$ cat src/include/obd_cfg.svh
// Option byte map, factory values and decode constants.
// Assumes byte-wide option storage addressed as in the option area.
`ifndef OBD_CFG_SVH
`define OBD_CFG_SVH

// ----------------------------------------
// Option byte addresses
// ----------------------------------------
`define OBD_ADDR_READOUT 16'h4800
`define OBD_ADDR_BOOTSIZE 16'h4802
`define OBD_ADDR_RESERVED 16'h4807
`define OBD_ADDR_WATCHDOG 16'h4808
`define OBD_ADDR_OSC 16'h4809
`define OBD_ADDR_BROWNOUT 16'h480A
`define OBD_ADDR_BSEL_LO 16'h480B
`define OBD_ADDR_BSEL_HI 16'h480C

// ----------------------------------------
// Factory values
// ----------------------------------------
`define OBD_RST_READOUT 8'hAA
`define OBD_RST_BOOTSIZE 8'h00
`define OBD_RST_WATCHDOG 4'h0
`define OBD_RST_OSC 4'h0
`define OBD_RST_BROWNOUT 4'h0
`define OBD_RST_BSEL 16'h0000

// ----------------------------------------
// Field positions and decode values
// ----------------------------------------
`define OBD_WD_IHW 0
`define OBD_WD_IHALT 1
`define OBD_WD_WHW 2
`define OBD_WD_WHALT 3
`define OBD_BO_EN 0
`define OBD_BO_LVL_HI 3
`define OBD_BO_LVL_LO 1
`define OBD_UNLOCK_VALUE 8'hAA
`define OBD_SIZE_ALL 8'h7F
`define OBD_PAGES 128
`define OBD_SETTLE_0 13'h0001
`define OBD_SETTLE_1 13'h0010
`define OBD_SETTLE_2 13'h0200
`define OBD_SETTLE_3 13'h1000

// ----------------------------------------
// Unlock keys and boot check (arbitrary values)
// ----------------------------------------
`define OBD_KEY_FIRST 8'h5A
`define OBD_KEY_SECOND 8'hA5
`define OBD_BOOT_KEY 16'h55AA
`define OBD_VECTOR_VALID 8'h82

`endif

$ cat src/include/obd_pkg.sv
// Types shared by the option byte decoder and its users.
// Assumes obd_cfg.svh is on the include path.
package obd_pkg;

  typedef struct packed {
    logic indep_dog_hw_start;
    logic indep_dog_halt_stop;
    logic window_dog_hw_start;
    logic window_dog_halt_reset;
  } obd_dog_type;

  typedef struct packed {
    logic [12:0] fast_osc_settle_count;
    logic [12:0] slow_osc_settle_count;
  } obd_osc_type;

  typedef struct packed {
    logic brownout_enable;
    logic [2:0] brownout_level;
  } obd_bor_type;

  typedef enum logic [1:0] {
    OBD_KEY_IDLE,
    OBD_KEY_HALF,
    OBD_KEY_OPEN
  } obd_key_state_type;

  typedef struct packed {
    logic [7:0] readout_lock_option;
    logic [7:0] boot_area_size_option;
    logic [3:0] watchdog_option;
    logic [3:0] oscillator_settle_option;
    logic [3:0] brownout_option;
    logic [15:0] boot_select_option;
    logic [7:0] readout_lock_live;
    logic [7:0] boot_area_size_live;
    obd_key_state_type key_state;
    logic [7:0] rdata;
    logic readout_protect;
    logic [127:0] boot_protect;
    logic main_locked;
    obd_dog_type dog;
    obd_osc_type osc;
    obd_bor_type bor;
    logic boot_decided;
    logic boot_to_loader;
  } obd_state_type;

endpackage

$ cat src/verilog/obd_option_decoder.sv
// Option byte store and decoder: holds the option bytes and drives
// the decoded settings to protection, watchdog, clock and reset logic.
// Assumes all inputs come from logic on the same clock.
`timescale 1ns/1ps
`include "obd_cfg.svh"

module obd_option_decoder
(
  input wire logic clock,
  input wire logic rst_n,
  input wire logic clk_en,
  input wire logic opt_wr,
  input wire logic opt_rd,
  input wire logic [15:0] opt_addr,
  input wire logic [7:0] opt_wdata,
  input wire logic opt_from_debug,
  input wire logic key_wr,
  input wire logic [7:0] key_data,
  input wire logic main_relock,
  input wire logic [7:0] reset_vector_byte,
  output logic [7:0] opt_rdata,
  output logic readout_protect,
  output logic [127:0] boot_protect,
  output logic main_locked,
  output obd_pkg::obd_dog_type dog_cfg,
  output obd_pkg::obd_osc_type osc_cfg,
  output obd_pkg::obd_bor_type bor_cfg,
  output logic boot_decided,
  output logic boot_to_loader
);

  obd_pkg::obd_state_type st;
  obd_pkg::obd_state_type next_st;
  logic [7:0] next_pages;
  logic [127:0] next_mask;
  logic [6:0] opt_hit;

  // ----------------------------------------
  // Decode helpers
  // ----------------------------------------
  function automatic logic [12:0] settle_cycles(input logic [1:0] code);
    logic [12:0] n;
    n = `OBD_SETTLE_0;
    case (code)
      2'h0: n = `OBD_SETTLE_0;
      2'h1: n = `OBD_SETTLE_1;
      2'h2: n = `OBD_SETTLE_2;
      default: n = `OBD_SETTLE_3;
    endcase
    return n;
  endfunction

  function automatic logic [7:0] page_count(input logic [7:0] size);
    logic [7:0] n;
    n = size;
    if (size >= `OBD_SIZE_ALL)
    begin
      n = 8'(`OBD_PAGES);
    end
    return n;
  endfunction

  // Byte select for the option address, one bit per stored byte
  function automatic logic [6:0] opt_select(input logic [15:0] addr);
    logic [6:0] sel;
    sel = 7'h00;
    if (addr == `OBD_ADDR_READOUT)
    begin
      sel = 7'h01;
    end
    else if (addr == `OBD_ADDR_BOOTSIZE)
    begin
      sel = 7'h02;
    end
    else if (addr == `OBD_ADDR_WATCHDOG)
    begin
      sel = 7'h04;
    end
    else if (addr == `OBD_ADDR_OSC)
    begin
      sel = 7'h08;
    end
    else if (addr == `OBD_ADDR_BROWNOUT)
    begin
      sel = 7'h10;
    end
    else if (addr == `OBD_ADDR_BSEL_LO)
    begin
      sel = 7'h20;
    end
    else if (addr == `OBD_ADDR_BSEL_HI)
    begin
      sel = 7'h40;
    end
    return sel;
  endfunction

  // ----------------------------------------
  // Page protection mask
  // ----------------------------------------
  assign next_pages = page_count(st.boot_area_size_live);
  assign opt_hit = opt_select(opt_addr);

  genvar gi;
  generate
    for (gi = 0; gi < `OBD_PAGES; gi = gi + 1)
    begin : g_page
      // Page protected when it lies below the boot area size; a size of 0x7F or more protects all 128 pages
      assign next_mask[gi] = (8'(gi) < next_pages);
    end
  endgenerate

  // ----------------------------------------
  // Next state
  // ----------------------------------------
  always_comb
  begin
    next_st = st;
    // Option byte writes
    if (opt_wr)
    begin
      if (opt_hit[0])
      begin
        next_st.readout_lock_option = opt_wdata;
        if (opt_from_debug)
        begin
          next_st.readout_lock_live = opt_wdata;
        end
      end
      else if (opt_hit[1])
      begin
        next_st.boot_area_size_option = opt_wdata;
        if (opt_from_debug)
        begin
          next_st.boot_area_size_live = opt_wdata;
        end
      end
      else if (opt_hit[2])
      begin
        next_st.watchdog_option = opt_wdata[3:0];
      end
      else if (opt_hit[3])
      begin
        next_st.oscillator_settle_option = opt_wdata[3:0];
      end
      else if (opt_hit[4])
      begin
        next_st.brownout_option = opt_wdata[3:0];
      end
      else if (opt_hit[5])
      begin
        next_st.boot_select_option[15:8] = opt_wdata;
      end
      else if (opt_hit[6])
      begin
        next_st.boot_select_option[7:0] = opt_wdata;
      end
    end
    // Option byte reads; reserved and unmapped read as zero
    if (opt_rd)
    begin
      if (opt_hit[0])
      begin
        next_st.rdata = st.readout_lock_option;
      end
      else if (opt_hit[1])
      begin
        next_st.rdata = st.boot_area_size_option;
      end
      else if (opt_hit[2])
      begin
        next_st.rdata = {4'h0, st.watchdog_option};
      end
      else if (opt_hit[3])
      begin
        next_st.rdata = {4'h0, st.oscillator_settle_option};
      end
      else if (opt_hit[4])
      begin
        next_st.rdata = {4'h0, st.brownout_option};
      end
      else if (opt_hit[5])
      begin
        next_st.rdata = st.boot_select_option[15:8];
      end
      else if (opt_hit[6])
      begin
        next_st.rdata = st.boot_select_option[7:0];
      end
      else
      begin
        next_st.rdata = 8'h00;
      end
    end
    // Readout protection from live lock byte
    next_st.readout_protect = (st.readout_lock_live != `OBD_UNLOCK_VALUE);
    next_st.boot_protect = next_mask;
    // Main array key sequence
    case (st.key_state)
      obd_pkg::OBD_KEY_IDLE:
      begin
        if (key_wr && key_data == `OBD_KEY_FIRST)
        begin
          next_st.key_state = obd_pkg::OBD_KEY_HALF;
        end
      end
      obd_pkg::OBD_KEY_HALF:
      begin
        if (key_wr)
        begin
          if (key_data == `OBD_KEY_SECOND)
          begin
            next_st.key_state = obd_pkg::OBD_KEY_OPEN;
          end
          else
          begin
            next_st.key_state = obd_pkg::OBD_KEY_IDLE;
          end
        end
      end
      default:
      begin
        if (main_relock)
        begin
          next_st.key_state = obd_pkg::OBD_KEY_IDLE;
        end
      end
    endcase
    // Size option never touches the main array lock
    next_st.main_locked = (next_st.key_state != obd_pkg::OBD_KEY_OPEN);
    // Watchdog options, applied on the fly
    next_st.dog.indep_dog_hw_start = st.watchdog_option[`OBD_WD_IHW];
    next_st.dog.indep_dog_halt_stop = st.watchdog_option[`OBD_WD_IHALT];
    next_st.dog.window_dog_hw_start = st.watchdog_option[`OBD_WD_WHW];
    next_st.dog.window_dog_halt_reset = st.watchdog_option[`OBD_WD_WHALT];
    // Oscillator settle counts
    next_st.osc.fast_osc_settle_count = settle_cycles(st.oscillator_settle_option[1:0]);
    next_st.osc.slow_osc_settle_count = settle_cycles(st.oscillator_settle_option[3:2]);
    // Brownout settings
    next_st.bor.brownout_enable = st.brownout_option[`OBD_BO_EN];
    next_st.bor.brownout_level = st.brownout_option[`OBD_BO_LVL_HI:`OBD_BO_LVL_LO];
    // Boot decision, once per reset
    if (!st.boot_decided)
    begin
      next_st.boot_decided = 1'b1;
      next_st.boot_to_loader = (st.boot_select_option == `OBD_BOOT_KEY) ||
                               (reset_vector_byte != `OBD_VECTOR_VALID);
    end
  end

  // ----------------------------------------
  // State register
  // ----------------------------------------
  always_ff @(posedge clock)
  begin
    if (!rst_n)
    begin
      st <= '0;
      st.readout_lock_option <= `OBD_RST_READOUT;
      st.boot_area_size_option <= `OBD_RST_BOOTSIZE;
      st.watchdog_option <= `OBD_RST_WATCHDOG;
      st.oscillator_settle_option <= `OBD_RST_OSC;
      st.brownout_option <= `OBD_RST_BROWNOUT;
      st.boot_select_option <= `OBD_RST_BSEL;
      st.readout_lock_live <= `OBD_RST_READOUT;
      st.boot_area_size_live <= `OBD_RST_BOOTSIZE;
      st.key_state <= obd_pkg::OBD_KEY_IDLE;
      st.main_locked <= 1'b1;
      st.osc.fast_osc_settle_count <= `OBD_SETTLE_0;
      st.osc.slow_osc_settle_count <= `OBD_SETTLE_0;
    end
    else if (clk_en)
    begin
      st <= next_st;
    end
  end

  // ----------------------------------------
  // Outputs
  // ----------------------------------------
  assign opt_rdata = st.rdata;
  assign readout_protect = st.readout_protect;
  assign boot_protect = st.boot_protect;
  assign main_locked = st.main_locked;
  assign dog_cfg = st.dog;
  assign osc_cfg = st.osc;
  assign bor_cfg = st.bor;
  assign boot_decided = st.boot_decided;
  assign boot_to_loader = st.boot_to_loader;

endmodule

$ cat config.mk
export PLATFORM = sky130hd
export DESIGN_NAME = obd_option_decoder
export DESIGN_NICKNAME = d
export VERILOG_FILES = /design/src/include/obd_pkg.sv /design/src/verilog/obd_option_decoder.sv
export VERILOG_INCLUDE_DIRS = /design/src /design/src/include
export SDC_FILE = /design/constraint.sdc
export NUM_CORES = 1
export LEC_CHECK = 0
export BUFFER_PORTS_ARGS = -buffer_cell sky130_fd_sc_hd__clkbuf_2
export CORE_ASPECT_RATIO = 2
export CORE_MARGIN = 2
export CORE_UTILIZATION = 43
export DETAILED_ROUTE_END_ITERATION = 10
export PLACE_DENSITY = 0.68
export SLEW_MARGIN = 20
export SYNTH_ARGS = -nofsm -noshare
export SYNTH_HDL_FRONTEND = slang
export SYNTH_SLANG_ARGS = --single-unit
$ cat constraint.sdc
create_clock -name clock -period 2.5 [get_ports clock]
set_clock_uncertainty 0.2 [all_clocks]
set_input_delay 0.25 -clock clock [delete_from_list [all_inputs] [get_ports clock]]
set_output_delay 0.25 -clock clock [all_outputs]
set_load 0.01 [all_outputs]
== Yosys cells after proc, flatten, opt, wreduce, memory -nomap -nowiden ==
Index checks and enable logic that the tools add are counted.

* Register bits after elaboration: 236
* Bits of input ports: 48
* Word-level logic and storage cells: 216

* Eq/ne operators: 18
* Reduce and logical (&&, ||, !) cells: 16
* Bitwise logic cells: 7
* Order comparisons: 129
* Mux-type cells: 22

{| class="wikitable"
|+ Operator list
! operator !! number
|-
| 7-bit by 8-bit less-than comparator with 1-bit output, first input constant || 64
|-
| 6-bit by 8-bit less-than comparator with 1-bit output, first input constant || 32
|-
| 16-bit by 15-bit == test with 1-bit output, second input constant || 8
|-
| 5-bit by 8-bit less-than comparator with 1-bit output, first input constant || 16
|-
| 13-bit case mux with 3 select lines || 2
|-
| 4-bit by 8-bit less-than comparator with 1-bit output, first input constant || 8
|-
| 8-bit two-way mux || 8
|-
| 7-bit two-way mux || 7
|-
| 3-bit by 8-bit less-than comparator with 1-bit output, first input constant || 4
|-
| 1-bit by 8-bit less-than comparator with 1-bit output, first input constant || 2
|-
| 2-bit by 8-bit less-than comparator with 1-bit output, first input constant || 2
|-
| 8-bit inequality test, second input constant || 2
|-
| 5-bit AND reduction || 2
|-
| 9-bit AND reduction || 1
|-
| 8-bit by 7-bit == test with 1-bit output, second input constant || 1
|-
| 8-bit == test, second input constant || 1
|-
| 8-bit by 7-bit >= comparator with 1-bit output, second input constant || 1
|-
| 2-bit two-way mux || 4
|-
| 4-bit AND reduction || 2
|-
| 8-bit AND reduction || 1
|-
| 1-bit NOT || 7
|-
| 7-bit AND reduction || 1
|-
| 2-bit by 1-bit == test with 1-bit output, second input constant || 3
|-
| 2-bit zero test || 3
|-
| 8 further kinds || 10
|}

== Longest topological paths before layout ==
Gate-level depths: netlist (run 1).

* Word-level depth: 15
* Depth in mapped cells: 7

== Worst setup path after synthesis (run 1) ==
Ideal clock, no wire load.

* Path type: in2reg
* From: in opt_addr[7]
* To: reg st (netlist bit opt_rdata[5])
* Path buffers: 1
* Cell stages on the path: 6
* Data arrival time: 2,063 ps
* Slack: 112 ps
* Cells stage by stage: or4_1 > or4_1 > buf_2 > or4_1 > o211ai_1 > a21oi_1

* Word-level cells in the longest chain between the ends: 15
* Elaborated cells between the ends (all ways): 21

{| class="wikitable"
|+ RTL lines
! item !! RTL line !! source
|-
| from (decl) || obd_option_decoder.sv:14 || <nowiki>input wire logic [15:0] opt_addr,</nowiki>
|-
| 16-bit by 15-bit == test with 1-bit output (no source line) || - ||
|-
| 7-bit two-way mux || obd_option_decoder.sv:91 || <nowiki>else if (addr == `OBD_ADDR_BSEL_HI)</nowiki>
|-
| 7-bit two-way mux || obd_option_decoder.sv:87 || <nowiki>else if (addr == `OBD_ADDR_BSEL_LO)</nowiki>
|-
| 7-bit two-way mux || obd_option_decoder.sv:83 || <nowiki>else if (addr == `OBD_ADDR_BROWNOUT)</nowiki>
|-
| 7-bit two-way mux || obd_option_decoder.sv:79 || <nowiki>else if (addr == `OBD_ADDR_OSC)</nowiki>
|-
| 7-bit two-way mux || obd_option_decoder.sv:75 || <nowiki>else if (addr == `OBD_ADDR_WATCHDOG)</nowiki>
|-
| 7-bit two-way mux || obd_option_decoder.sv:71 || <nowiki>else if (addr == `OBD_ADDR_BOOTSIZE)</nowiki>
|-
| 7-bit two-way mux (*) || obd_option_decoder.sv:67 || <nowiki>if (addr == `OBD_ADDR_READOUT)</nowiki>
|-
| 8-bit two-way mux || obd_option_decoder.sv:186 || <nowiki>else if (opt_hit[6])</nowiki>
|-
| 8-bit two-way mux || obd_option_decoder.sv:182 || <nowiki>else if (opt_hit[5])</nowiki>
|-
| 8-bit two-way mux || obd_option_decoder.sv:178 || <nowiki>else if (opt_hit[4])</nowiki>
|-
| 8-bit two-way mux || obd_option_decoder.sv:174 || <nowiki>else if (opt_hit[3])</nowiki>
|-
| 8-bit two-way mux || obd_option_decoder.sv:170 || <nowiki>else if (opt_hit[2])</nowiki>
|-
| 8-bit two-way mux || obd_option_decoder.sv:166 || <nowiki>else if (opt_hit[1])</nowiki>
|-
| 8-bit two-way mux (*) || obd_option_decoder.sv:162 || <nowiki>if (opt_hit[0])</nowiki>
|-
| to (signal assigned) || obd_option_decoder.sv:274 || <nowiki>st <= next_st;</nowiki>
|-
| to (decl) || obd_option_decoder.sv:32 || <nowiki>obd_pkg::obd_state_type st;</nowiki>
|}

Mark *: on every way between the ends. The rest lies on a longest branch, timed or not.
A chain may end at the register's enable or synchronous reset.

== Worst setup path in the final report (run 1) ==
* From: in opt_addr[8]
* To: reg st (netlist bit opt_rdata[1])

Same word-level chain as after synthesis.

==> results of run 1 <==
[per-stage QoR]
stage	hold slack, ps	instance area, um2	setup TNS [ps]	setup WS (ps)
after floorplan	175.1	10390	0	111.8
after global placement	235.4	10710	-218.9	-78.67
after detailed placement	242.3	10710	-499.3	-97.64
after CTS	2.269	11610	0	43.83
after global routing	32.03	11630	0	49.37
final	7.703	11630	0	191.9
[cell type report]
class	instances	area, um2
multi-input combinational	742	4462
timing repair buffer	281	1669
inverter	8	30.03
tap	287	359.1
clock buffer	26	584.3
sequential	218	4364
clock inverter	10	163.9
fill	2323	12090
[metal layers]
layer  vias up  track usage (%)  wire length, um  share of wire (%)
li1       4078                -                -                  -
met1      3977            22.49            10210                 34
met2       265            44.08            16550                 56
met3        88            2.472             1136                3.8
met4         0            13.14             1782                6.0
met5         -                0                0                  0
[cells in the final DEF (no fill, tap or decap), types with 15 or more instances in the layout]
cell type	instances
clkbuf_16	21
dlygate4sd3_1	15
nand3_1	21
dfxtp_1	218
buf_4	63
conb_1	18
clkbuf_2	201
mux2i_1	69
nor2b_1	79
nor2_1	71
nand2_1	108
a21oi_1	69
a21boi_0	37
o21ai_0	95
[sequential cells by signal, indices dropped and copies added (netlist names)]
name	flops
st	54
dog_cfg	4
osc_cfg	8
boot_to_loader	1
boot_protect	128
next_st	8
main_locked	1
readout_protect	1
boot_decided	1
opt_rdata	8
bor_cfg	4
[worst max-delay path by stage]
stage	startpoint	endpoint	slack, ps
final	opt_addr[8]	opt_rdata[1]	190
after global routing	opt_addr[8]	opt_rdata[1]	50
after CTS	opt_addr[8]	opt_rdata[1]	40
after detailed placement	opt_addr[7]	opt_rdata[5]	-100
after global placement	opt_addr[7]	opt_rdata[5]	-80
after floorplan	opt_addr[7]	opt_rdata[5]	110
[power breakdown]
group / total [mW] / internal (mW) / switching [mW]
Sequential: 3.56 / 3.52 / 0.0314
Clock: 3.46 / 2.07 / 1.39
Combinational: 0.455 / 0.181 / 0.274
[logic make-up after synthesis]
group | count (synthesis)
buffers and inverters | 252
multiplexers | 71
AND/OR/NAND/NOR | 369
other | 1
flip-flops | 218
AO/OA/AOI/OAI | 284
[what timing repair did]
action	4_1_cts	5_1_grt
endpoints found under the hold margin	31	0
setup buffers	0	1
setup endpoints to repair	0	2
hold buffers	16	0
gates resized for setup	0	3
[critical path: stages]
cell,delay (ps)
clkbuf_2,80
dlygate4sd3_1,590
nor4_4,200
dlygate4sd3_1,590
nand4_1,80
dlygate4sd3_1,580
a31oi_1,160
==> metrics, run 1 <==
fmax 433.2 MHz; simple-gate share of the synthesized area 18.34%; drt pass-1 iters 7; Layout Nets 1,319; largest family of logic cells by synthesized area simple AND/OR/NAND/NOR gates; cell taking the most area after synthesis dfxtp_1; DP Cell Count 1,520; Hold Path Origin opt_wdata[0]; global route total overflow 0; die area 25,350 um2; Clock Path Buffers 3; status completed; first-pass GRT wire length 44.91 mm; DRT Wirelength 29.67 mm; die width 113.6 um; xor-xnor portion of the synthesized cell area 0%; max_slew headroom 38.49%; IO Count 222; Post-synth EDFFs 0; initial antenna violation count 0; Compound-Gate Fraction of Synth Area 17.09%; GRT Total Usage 22.67%; mux cell area share after synthesis 6.905%; CP Max Fanout 4; DR vias/cell 5.349; max_cap viols 0; post-synth cell types 58; largest net degree at the start of global routing 70; CTS tree yes; Initial Util 43.54%; # clock sinks 218; dpl hpwl 21.97 mm; ant diodes 0; Hold Path Stages 3; final period utilization 92.33%; drt initial violations 542; Worst Setup Path Type primary input to flop; worst r2r path cells 4; Vias 8,408; clock latency on the worst-skew pair 510 ps; Area Growth Syn to Fin 12.62%; RR Startpoint st[177]; H-Tree Level Count 1; Slew Viols, Final 0; top cell type's share of synthesized area 42.25%; clk root buf clkbuf_16; Post-DRT Antenna Nets 0; most numerous cell in the Yosys netlist dfxtp_1; drt wl/cell 18.87 um; Hold Crit Class primary input to flop; Final Hold Fails 0; # DRC 0; Leak 4.957 nW; Area contributors post-synth dfxtp_1, buf_4, mux2i_1, nor2b_1, o21ai_0; Synth async-reset ratio 0%; routability congestion estimate 0.9423; unrepaired setup endpoints after global routing no; FP Rows 80; Mapped Cells 1,195; final worst path period need 2308 ps; CTS clk-pin slew, worst paths 80 ps; vias in the first global route 7,987; Mean Syn Cell Area 8.643 um2; PwrDens 642.3 nW/um2; Worst Setup End Kind flop; layout cells sized above 1 25.53%; R2R Path End boot_protect[56]; final core utilization 49.03%; warnings from Yosys 0; adder-cell share of the synthesized area 0%; dominant synthesized flop cell dfxtp_1; chip height 223.2 um; final non-filler cell total 1,572; critical path arrival 2540 ps; final setup violation count 0; reg2reg setup slack 190 ps; Worst VDD drop 0.4548 mV; CTS Buf Count 20; element type at the critical path start primary input; synth cell count leaders dfxtp_1, buf_4, nand2_1, o21ai_0, nor2b_1; core area 23,720 um2; Seq/Total Area, Yosys 42.25%; total power 7.471 mW; synthesized area 10,330 um2; Seq cells post-synth 218; worst endpoint required time 2730 ps; worst-margin pin slew 922.6 ps; hold endpoint st[176]; Port Buf Inserts 203
Power figures use the tool's default switching activity.
==> run 2: changes to the inputs <==
--- a/config.mk
+++ b/config.mk
@@ -8,10 +8,10 @@
 export LEC_CHECK = 0
 export BUFFER_PORTS_ARGS = -buffer_cell sky130_fd_sc_hd__clkbuf_2
 export CORE_ASPECT_RATIO = 2
-export CORE_MARGIN = 2
+export CORE_MARGIN = 1.5
 export CORE_UTILIZATION = 43
 export DETAILED_ROUTE_END_ITERATION = 10
-export PLACE_DENSITY = 0.68
+export PLACE_DENSITY = 0.65
 export SLEW_MARGIN = 20
 export SYNTH_ARGS = -nofsm -noshare
 export SYNTH_HDL_FRONTEND = slang
==> constraint.sdc (replaced) <==
create_clock -name clock -period 2.9 [get_ports clock]
set_clock_uncertainty 0.2 [all_clocks]
set_input_delay 0.29 -clock clock [delete_from_list [all_inputs] [get_ports clock]]
set_output_delay 0.29 -clock clock [all_outputs]
set_load 0.01 [all_outputs]
==> run 2 against run 1 <==
Effect of this change:
- routed wire length rose by 0.38%
- final cell count fell by 1.4%
- final area fell by 1.9%
- critical path depth rose by 2
- non-clock buffer count fell by 23
- core utilization fell by 0.95 points
- sequential share of layout area rose by 0.74 points
- hold slack improved by 18 ps
- combinational power fell by 18%
- global-route usage rose by 0.36 points
==> metrics, run 2 (synthesized netlist as in run 1, its figures left out) <==
CP Max Fanout 8 (was 4); reg2reg setup slack 370 ps (was 190 ps); Post-DRT Antenna Nets 0 (unchanged); CP max-delay cell dlygate4sd3_1 (unchanged); Post-DP Area 10,520 um2 (was 10,710 um2); Worst Setup End Kind flop (unchanged); Final Hold Fails 0 (unchanged); status completed (unchanged); max FFs per register 128 (unchanged); element type at the critical path start primary input (unchanged); worst endpoint required time 3100 ps (was 2730 ps); Area Growth Syn to Fin 10.44% (was 12.62%); Initial Util 43.54% (unchanged); Setup Fix Bufs, Post-CTS 0 (unchanged); Slew Viols, Final 0 (unchanged); initial antenna violation count 0 (unchanged); DRT Wirelength 29.78 mm (was 29.67 mm); routability congestion estimate 0.9512 (was 0.9423); final worst path period need 2708 ps; most common cell after layout, fill and taps aside dfxtp_1 (unchanged); die area 25,020 um2 (was 25,350 um2); Hold Crit Class primary input to flop (unchanged); drt pass-1 iters 5 (was 7); unrepaired setup endpoints after global routing no (unchanged); cell mode on critical path dlygate4sd3_1 (unchanged); Layout Nets 1,297 (was 1,319); max_slew headroom 25.58% (was 38.49%); final period utilization 93.38%; largest net degree at the start of global routing 56 (was 70); first-pass GRT wire length 44.97 mm (was 44.91 mm); Worst VDD drop 0.3993 mV (was 0.4548 mV); Worst Setup EP st[189] (was opt_rdata[1]); drt initial violations 421 (was 542); CTS Buf Count 21 (was 20); GRT Total Usage 23.03% (was 22.67%); Port Buf Inserts 203 (unchanged); Final WS setup 191.9 ps (about the same); core area 23,720 um2 (unchanged); RR Startpoint st[181] (was st[177]); Crit. path cell count 9 (was 7); IO Count 222 (unchanged); crit-path leading delay family buffers and inverters (unchanged); dpl hpwl 21.76 mm (was 21.97 mm); slowest cell delay on critical path 560 ps (was 590 ps); final setup violation count 0 (unchanged); Leak 4.834 nW (was 4.957 nW); # clock sinks 218 (unchanged); clk root buf clkbuf_16 (unchanged); worst r2r path cells 6 (was 4); worst-margin pin slew 1116 ps (was 922.6 ps); PwrDens 563.8 nW/um2 (was 642.3 nW/um2); drt wl/cell 19.21 um (was 18.87 um); CTS tree yes (unchanged); R2R Path End boot_protect[80] (was boot_protect[56]); critical path arrival 2910 ps (was 2540 ps); # DRC 0 (unchanged); critical path startpoint opt_addr[8] (unchanged); H-Tree Level Count 1 (unchanged); post-route cell area 11,410 um2 (was 11,630 um2); clock latency on the worst-skew pair 520 ps (was 510 ps); final core utilization 48.09% (was 49.03%); Post-Place Worst Slack 223.6 ps (was -97.64 ps); fmax 369.3 MHz; Worst Setup Path Type primary input to flop (unchanged); number of buffers and inverters on the critical path 4 (unchanged); layout cells sized above 1 23.99% (was 25.53%); TNS Setup 0 ps (unchanged); Clock Path Buffers 3 (unchanged); DR vias/cell 5.381 (was 5.349); vias in the first global route 8,006 (was 7,987); chip height 222.2 um (was 223.2 um); ordered list of cells on the worst path dlygate4sd3_1, clkbuf_2, or4_1, nor4_2, nand3_1, buf_4, mux2i_1, nand2_1, dlygate4sd3_1 (was clkbuf_2, dlygate4sd3_1, nor4_4, dlygate4sd3_1, nand4_1, dlygate4sd3_1, a31oi_1); commonest non-fill, non-tap cells in the layout dfxtp_1, clkbuf_2, nand2_1, o21ai_0, nor2b_1 (unchanged); die width 112.6 um (was 113.6 um); FP Rows 80 (unchanged); CTS clk-pin slew, worst paths 60 ps (was 80 ps); max_cap viols 0 (unchanged); global route total overflow 0 (unchanged); Vias 8,340 (was 8,408); ant diodes 0 (unchanged)
run 2: worst min-delay path by stage:
stage                     slack, ps           endpoint  cells past startpoint               from
after floorplan                 220            st[189]                      2       opt_wdata[5]
after global placement          230  boot_protect[101]                      2  boot_protect[101]
after detailed placement        240   boot_protect[65]                      2   boot_protect[65]
after CTS                        20            st[187]                      3       opt_wdata[3]
after global routing             50            st[194]                      3       opt_wdata[2]
final                            30            st[187]                      3       opt_wdata[3]
run 2: repair_timing:
action / CTS / global route
gates resized for setup: 0 / 1
endpoints found under the setup margin: 0 / 1
hold buffers: 15 / 0
hold endpoints to repair: 25 / 0
run 2: worst reg2reg max path, delay by kind of cell (launching register included):
kind	cells	cell delay, ps
AO/OA/AOI/OAI	4	1440
buffers and inverters	1	190
flip-flops	1	420
AND/OR/NAND/NOR	1	230
run 2: metal layers:
layer,global-route usage [%],up-vias,wire [um]
met5,0,-,0
met4,15.03,0,1936
met3,2.810,93,1350
met2,43.71,311,16170
met1,23.02,3902,10320
li1,-,4034,-
run 2: per-stage QoR:
step / hold WS (ps) / power [mW] / instances
final: 25.29 / 6.431 / 1550
after global routing: 50.64 / 6.610 / 1550
after CTS: 22.33 / 6.478 / 1550
after detailed placement: 243.0 / 3.493 / 1498
after global placement: 234.9 / 3.489 / 1498
after floorplan: 215.1 / 3.411 / 1212
run 2: final cells by class:
type                    instances  area [um2]
clock buffers                  26       564.3
clock inverters                11       171.4
fillers                      2343       12320
inverters                       8       30.03
multi-input cells             742        4447
flip-flops and latches        218        4364
well taps                     287       359.1
repair buffers                258        1471
run 2: where the power goes:
group	switching, mW	internal (mW)	total [mW]
Clock	1.24	1.75	2.99
Combinational	0.234	0.141	0.374
Sequential	0.0258	3.04	3.06
==> run 3: changes to the inputs <==
--- a/config.mk
+++ b/config.mk
@@ -11,7 +11,7 @@
 export CORE_MARGIN = 1.5
 export CORE_UTILIZATION = 43
 export DETAILED_ROUTE_END_ITERATION = 10
-export PLACE_DENSITY = 0.65
+export PLACE_DENSITY = 0.76
 export SLEW_MARGIN = 20
 export SYNTH_ARGS = -nofsm -noshare
 export SYNTH_HDL_FRONTEND = slang
==> run 3 against run 2 <==
Effect of this change:
- fmax down 0.23%
- sequential share of layout area increased by 0.44 points
- via count down 0.13%
- core utilization decreased by 0.55 points
- flip-flop and latch count unchanged
- non-clock buffer count decreased by 8
- die area did not move
- critical path depth decreased by 1
- worst setup slack got worse by 6.2 ps
- clock power decreased by 8.0%
- critical endpoint is now st[233]
==> metrics, run 3 (synthesized netlist as in run 1, its figures left out) <==
Hold Path Origin main_relock (was opt_wdata[3]); status completed (unchanged); uppermost layer routed met4 (unchanged); DRT Wirelength 29.20 mm (was 29.78 mm); final period utilization 93.60% (was 93.38%); dpl hpwl 21.45 mm (was 21.76 mm); Hold Crit Class primary input to flop (unchanged); fmax 368.4 MHz (was 369.3 MHz); drt pass-1 iters 5 (unchanged); max_cap viols 0 (unchanged); TNS Setup 0 ps (unchanged); worst-margin pin slew 979.1 ps (was 1116 ps); FP Rows 80 (unchanged); CTS Buf Count 21 (unchanged); Fillers 2,287 (was 2,343); die width 112.6 um (unchanged); worst r2r path cells 7 (was 6); core area 23,720 um2 (unchanged); met1 wire length 10.06 mm (was 10.32 mm); Initial Util 43.54% (unchanged); max FFs per register 128 (unchanged); vias in the first global route 8,046 (was 8,006); largest net degree at the start of global routing 126 (was 56); RR Startpoint st[177] (was st[181]); hold endpoint st[175] (was st[187]); die area 25,020 um2 (unchanged); Worst Setup End Kind flop (unchanged); Setup Fix Bufs, Post-CTS 0 (unchanged); final worst path period need 2714 ps (was 2708 ps); critical path arrival 2910 ps (about the same); layout cells sized above 1 23.46% (was 23.99%); final setup violation count 0 (unchanged); Final Hold Fails 0 (unchanged); most common cell after layout, fill and taps aside dfxtp_1 (unchanged); GRT Total Usage 22.75% (was 23.03%); Clock Path Buffers 3 (unchanged); Resized Gates After CTS 0 (unchanged); IO Count 222 (unchanged); Leak 4.772 nW (was 4.834 nW); Layout Nets 1,289 (was 1,297); Port Buf Inserts 203 (unchanged); Area Growth Syn to Fin 9.183% (was 10.44%); Worst VDD drop 0.5509 mV (was 0.3993 mV); Vias 8,329 (was 8,340); H-Tree Level Count 1 (unchanged); drt wl/cell 18.96 um (was 19.21 um); Post-DRT Antenna Nets 0 (unchanged); CTS clk-pin slew, worst paths 60 ps (about the same); drt initial violations 482 (was 421); max_slew headroom 34.73% (was 25.58%); initial antenna violation count 0 (unchanged); wire length on met2 15.65 mm (was 16.17 mm); clock latency on the worst-skew pair 510 ps (was 520 ps); commonest non-fill, non-tap cells in the layout dfxtp_1, clkbuf_2, nand2_1, o21ai_0, nor2b_1 (unchanged); Hold Path Stages 3 (unchanged); WL met3 1.470 mm (was 1.350 mm); post-route cell area 11,280 um2 (was 11,410 um2); PwrDens 548.3 nW/um2 (was 563.8 nW/um2); element type at the critical path start primary input (unchanged); Slew Viols, Final 0 (unchanged); ant diodes 0 (unchanged); worst endpoint required time 3090 ps (was 3100 ps); DR vias/cell 5.408 (was 5.381); # DRC 0 (unchanged); chip height 222.2 um (unchanged); unrepaired setup endpoints after global routing no (unchanged); R2R Path End boot_protect[28] (was boot_protect[80]); first-pass GRT wire length 44.66 mm (was 44.97 mm); Hold Buf Count CTS 13 (was 15); Worst Setup Path Type primary input to flop (unchanged); CTS tree yes (unchanged); routability congestion estimate 0.9649 (was 0.9512); clk root buf clkbuf_16 (unchanged); CP Max Fanout 25 (was 8); Post-DP Area 10,480 um2 (was 10,520 um2); # clock sinks 218 (unchanged); global route total overflow 0 (unchanged); reg2reg setup slack 530 ps (was 370 ps)
## run 3: cell types whose count changed in the layout (fill, tap and decap cells not counted)
cell / change
buf_4: -7
bufinv_16: -2
dlygate4sd3_1: -2
inv_6: +2
buf_12: +1
clkbuf_8: -1
clkinv_2: +1
clkinv_4: -1
inv_8: -1
nor4_1: +1
nor4_2: -1
## run 3: layout make-up
cell class | instances | area [um2] | share of cell area, %
tap | 287 | 359.1 | 3.184
clock inverter | 10 | 113.9 | 1.010
multi-input combinational | 742 | 4441 | 39.38
sequential | 218 | 4364 | 38.70
inverter | 8 | 30.03 | 0.2663
clock buffer | 25 | 550.5 | 4.882
timing repair buffer | 250 | 1419 | 12.58
## run 3: worst max path at each step
stage | start | to | cells after the start
2_1_floorplan | opt_addr[7] | opt_rdata[5] | 6
3_3_place_gp | opt_addr[7] | opt_rdata[5] | 6
3_5_place_dp | opt_addr[7] | opt_rdata[7] | 6
4_1_cts | clk_en | st[233] | 8
5_1_grt | clk_en | st[233] | 8
6_report | clk_en | st[233] | 8
## run 3: worst max-delay path, cell delays in order
cell	delay, ps
dlygate4sd3_1	520
buf_4	310
nand2_1	210
or2_2	390
nor2_4	310
mux2i_1	220
nand2_1	60
dlygate4sd3_1	570
## run 3: report_power, final
part / internal [mW] / switching (mW) / leakage [nW]
sequential: 3.04 / 0.0279 / 1.77
combinational: 0.138 / 0.231 / 2.68
clock: 1.54 / 1.20 / 0.327
## run 3: stage by stage
step,utilization [%],power (mW),setup slack (ps),hold WS (ps),instances
3_3_place_gp,44.19,3.486,287.3,236.3,1492
4_1_cts,47.54,6.226,245.8,7.974,1540
5_1_grt,47.54,6.377,120.9,39.79,1540
2_1_floorplan,-,3.411,471.8,215.1,1212
3_5_place_dp,44.19,3.493,251.6,243.4,1492
6_report,47.54,6.184,185.7,16.55,1540
## run 3: layer usage
metal	vias to the layer above	GRT usage (%)
li1	4013	-
met1	3896	22.66
met2	311	42.86
met3	109	3.110
met4	0	15.23
met5	-	0
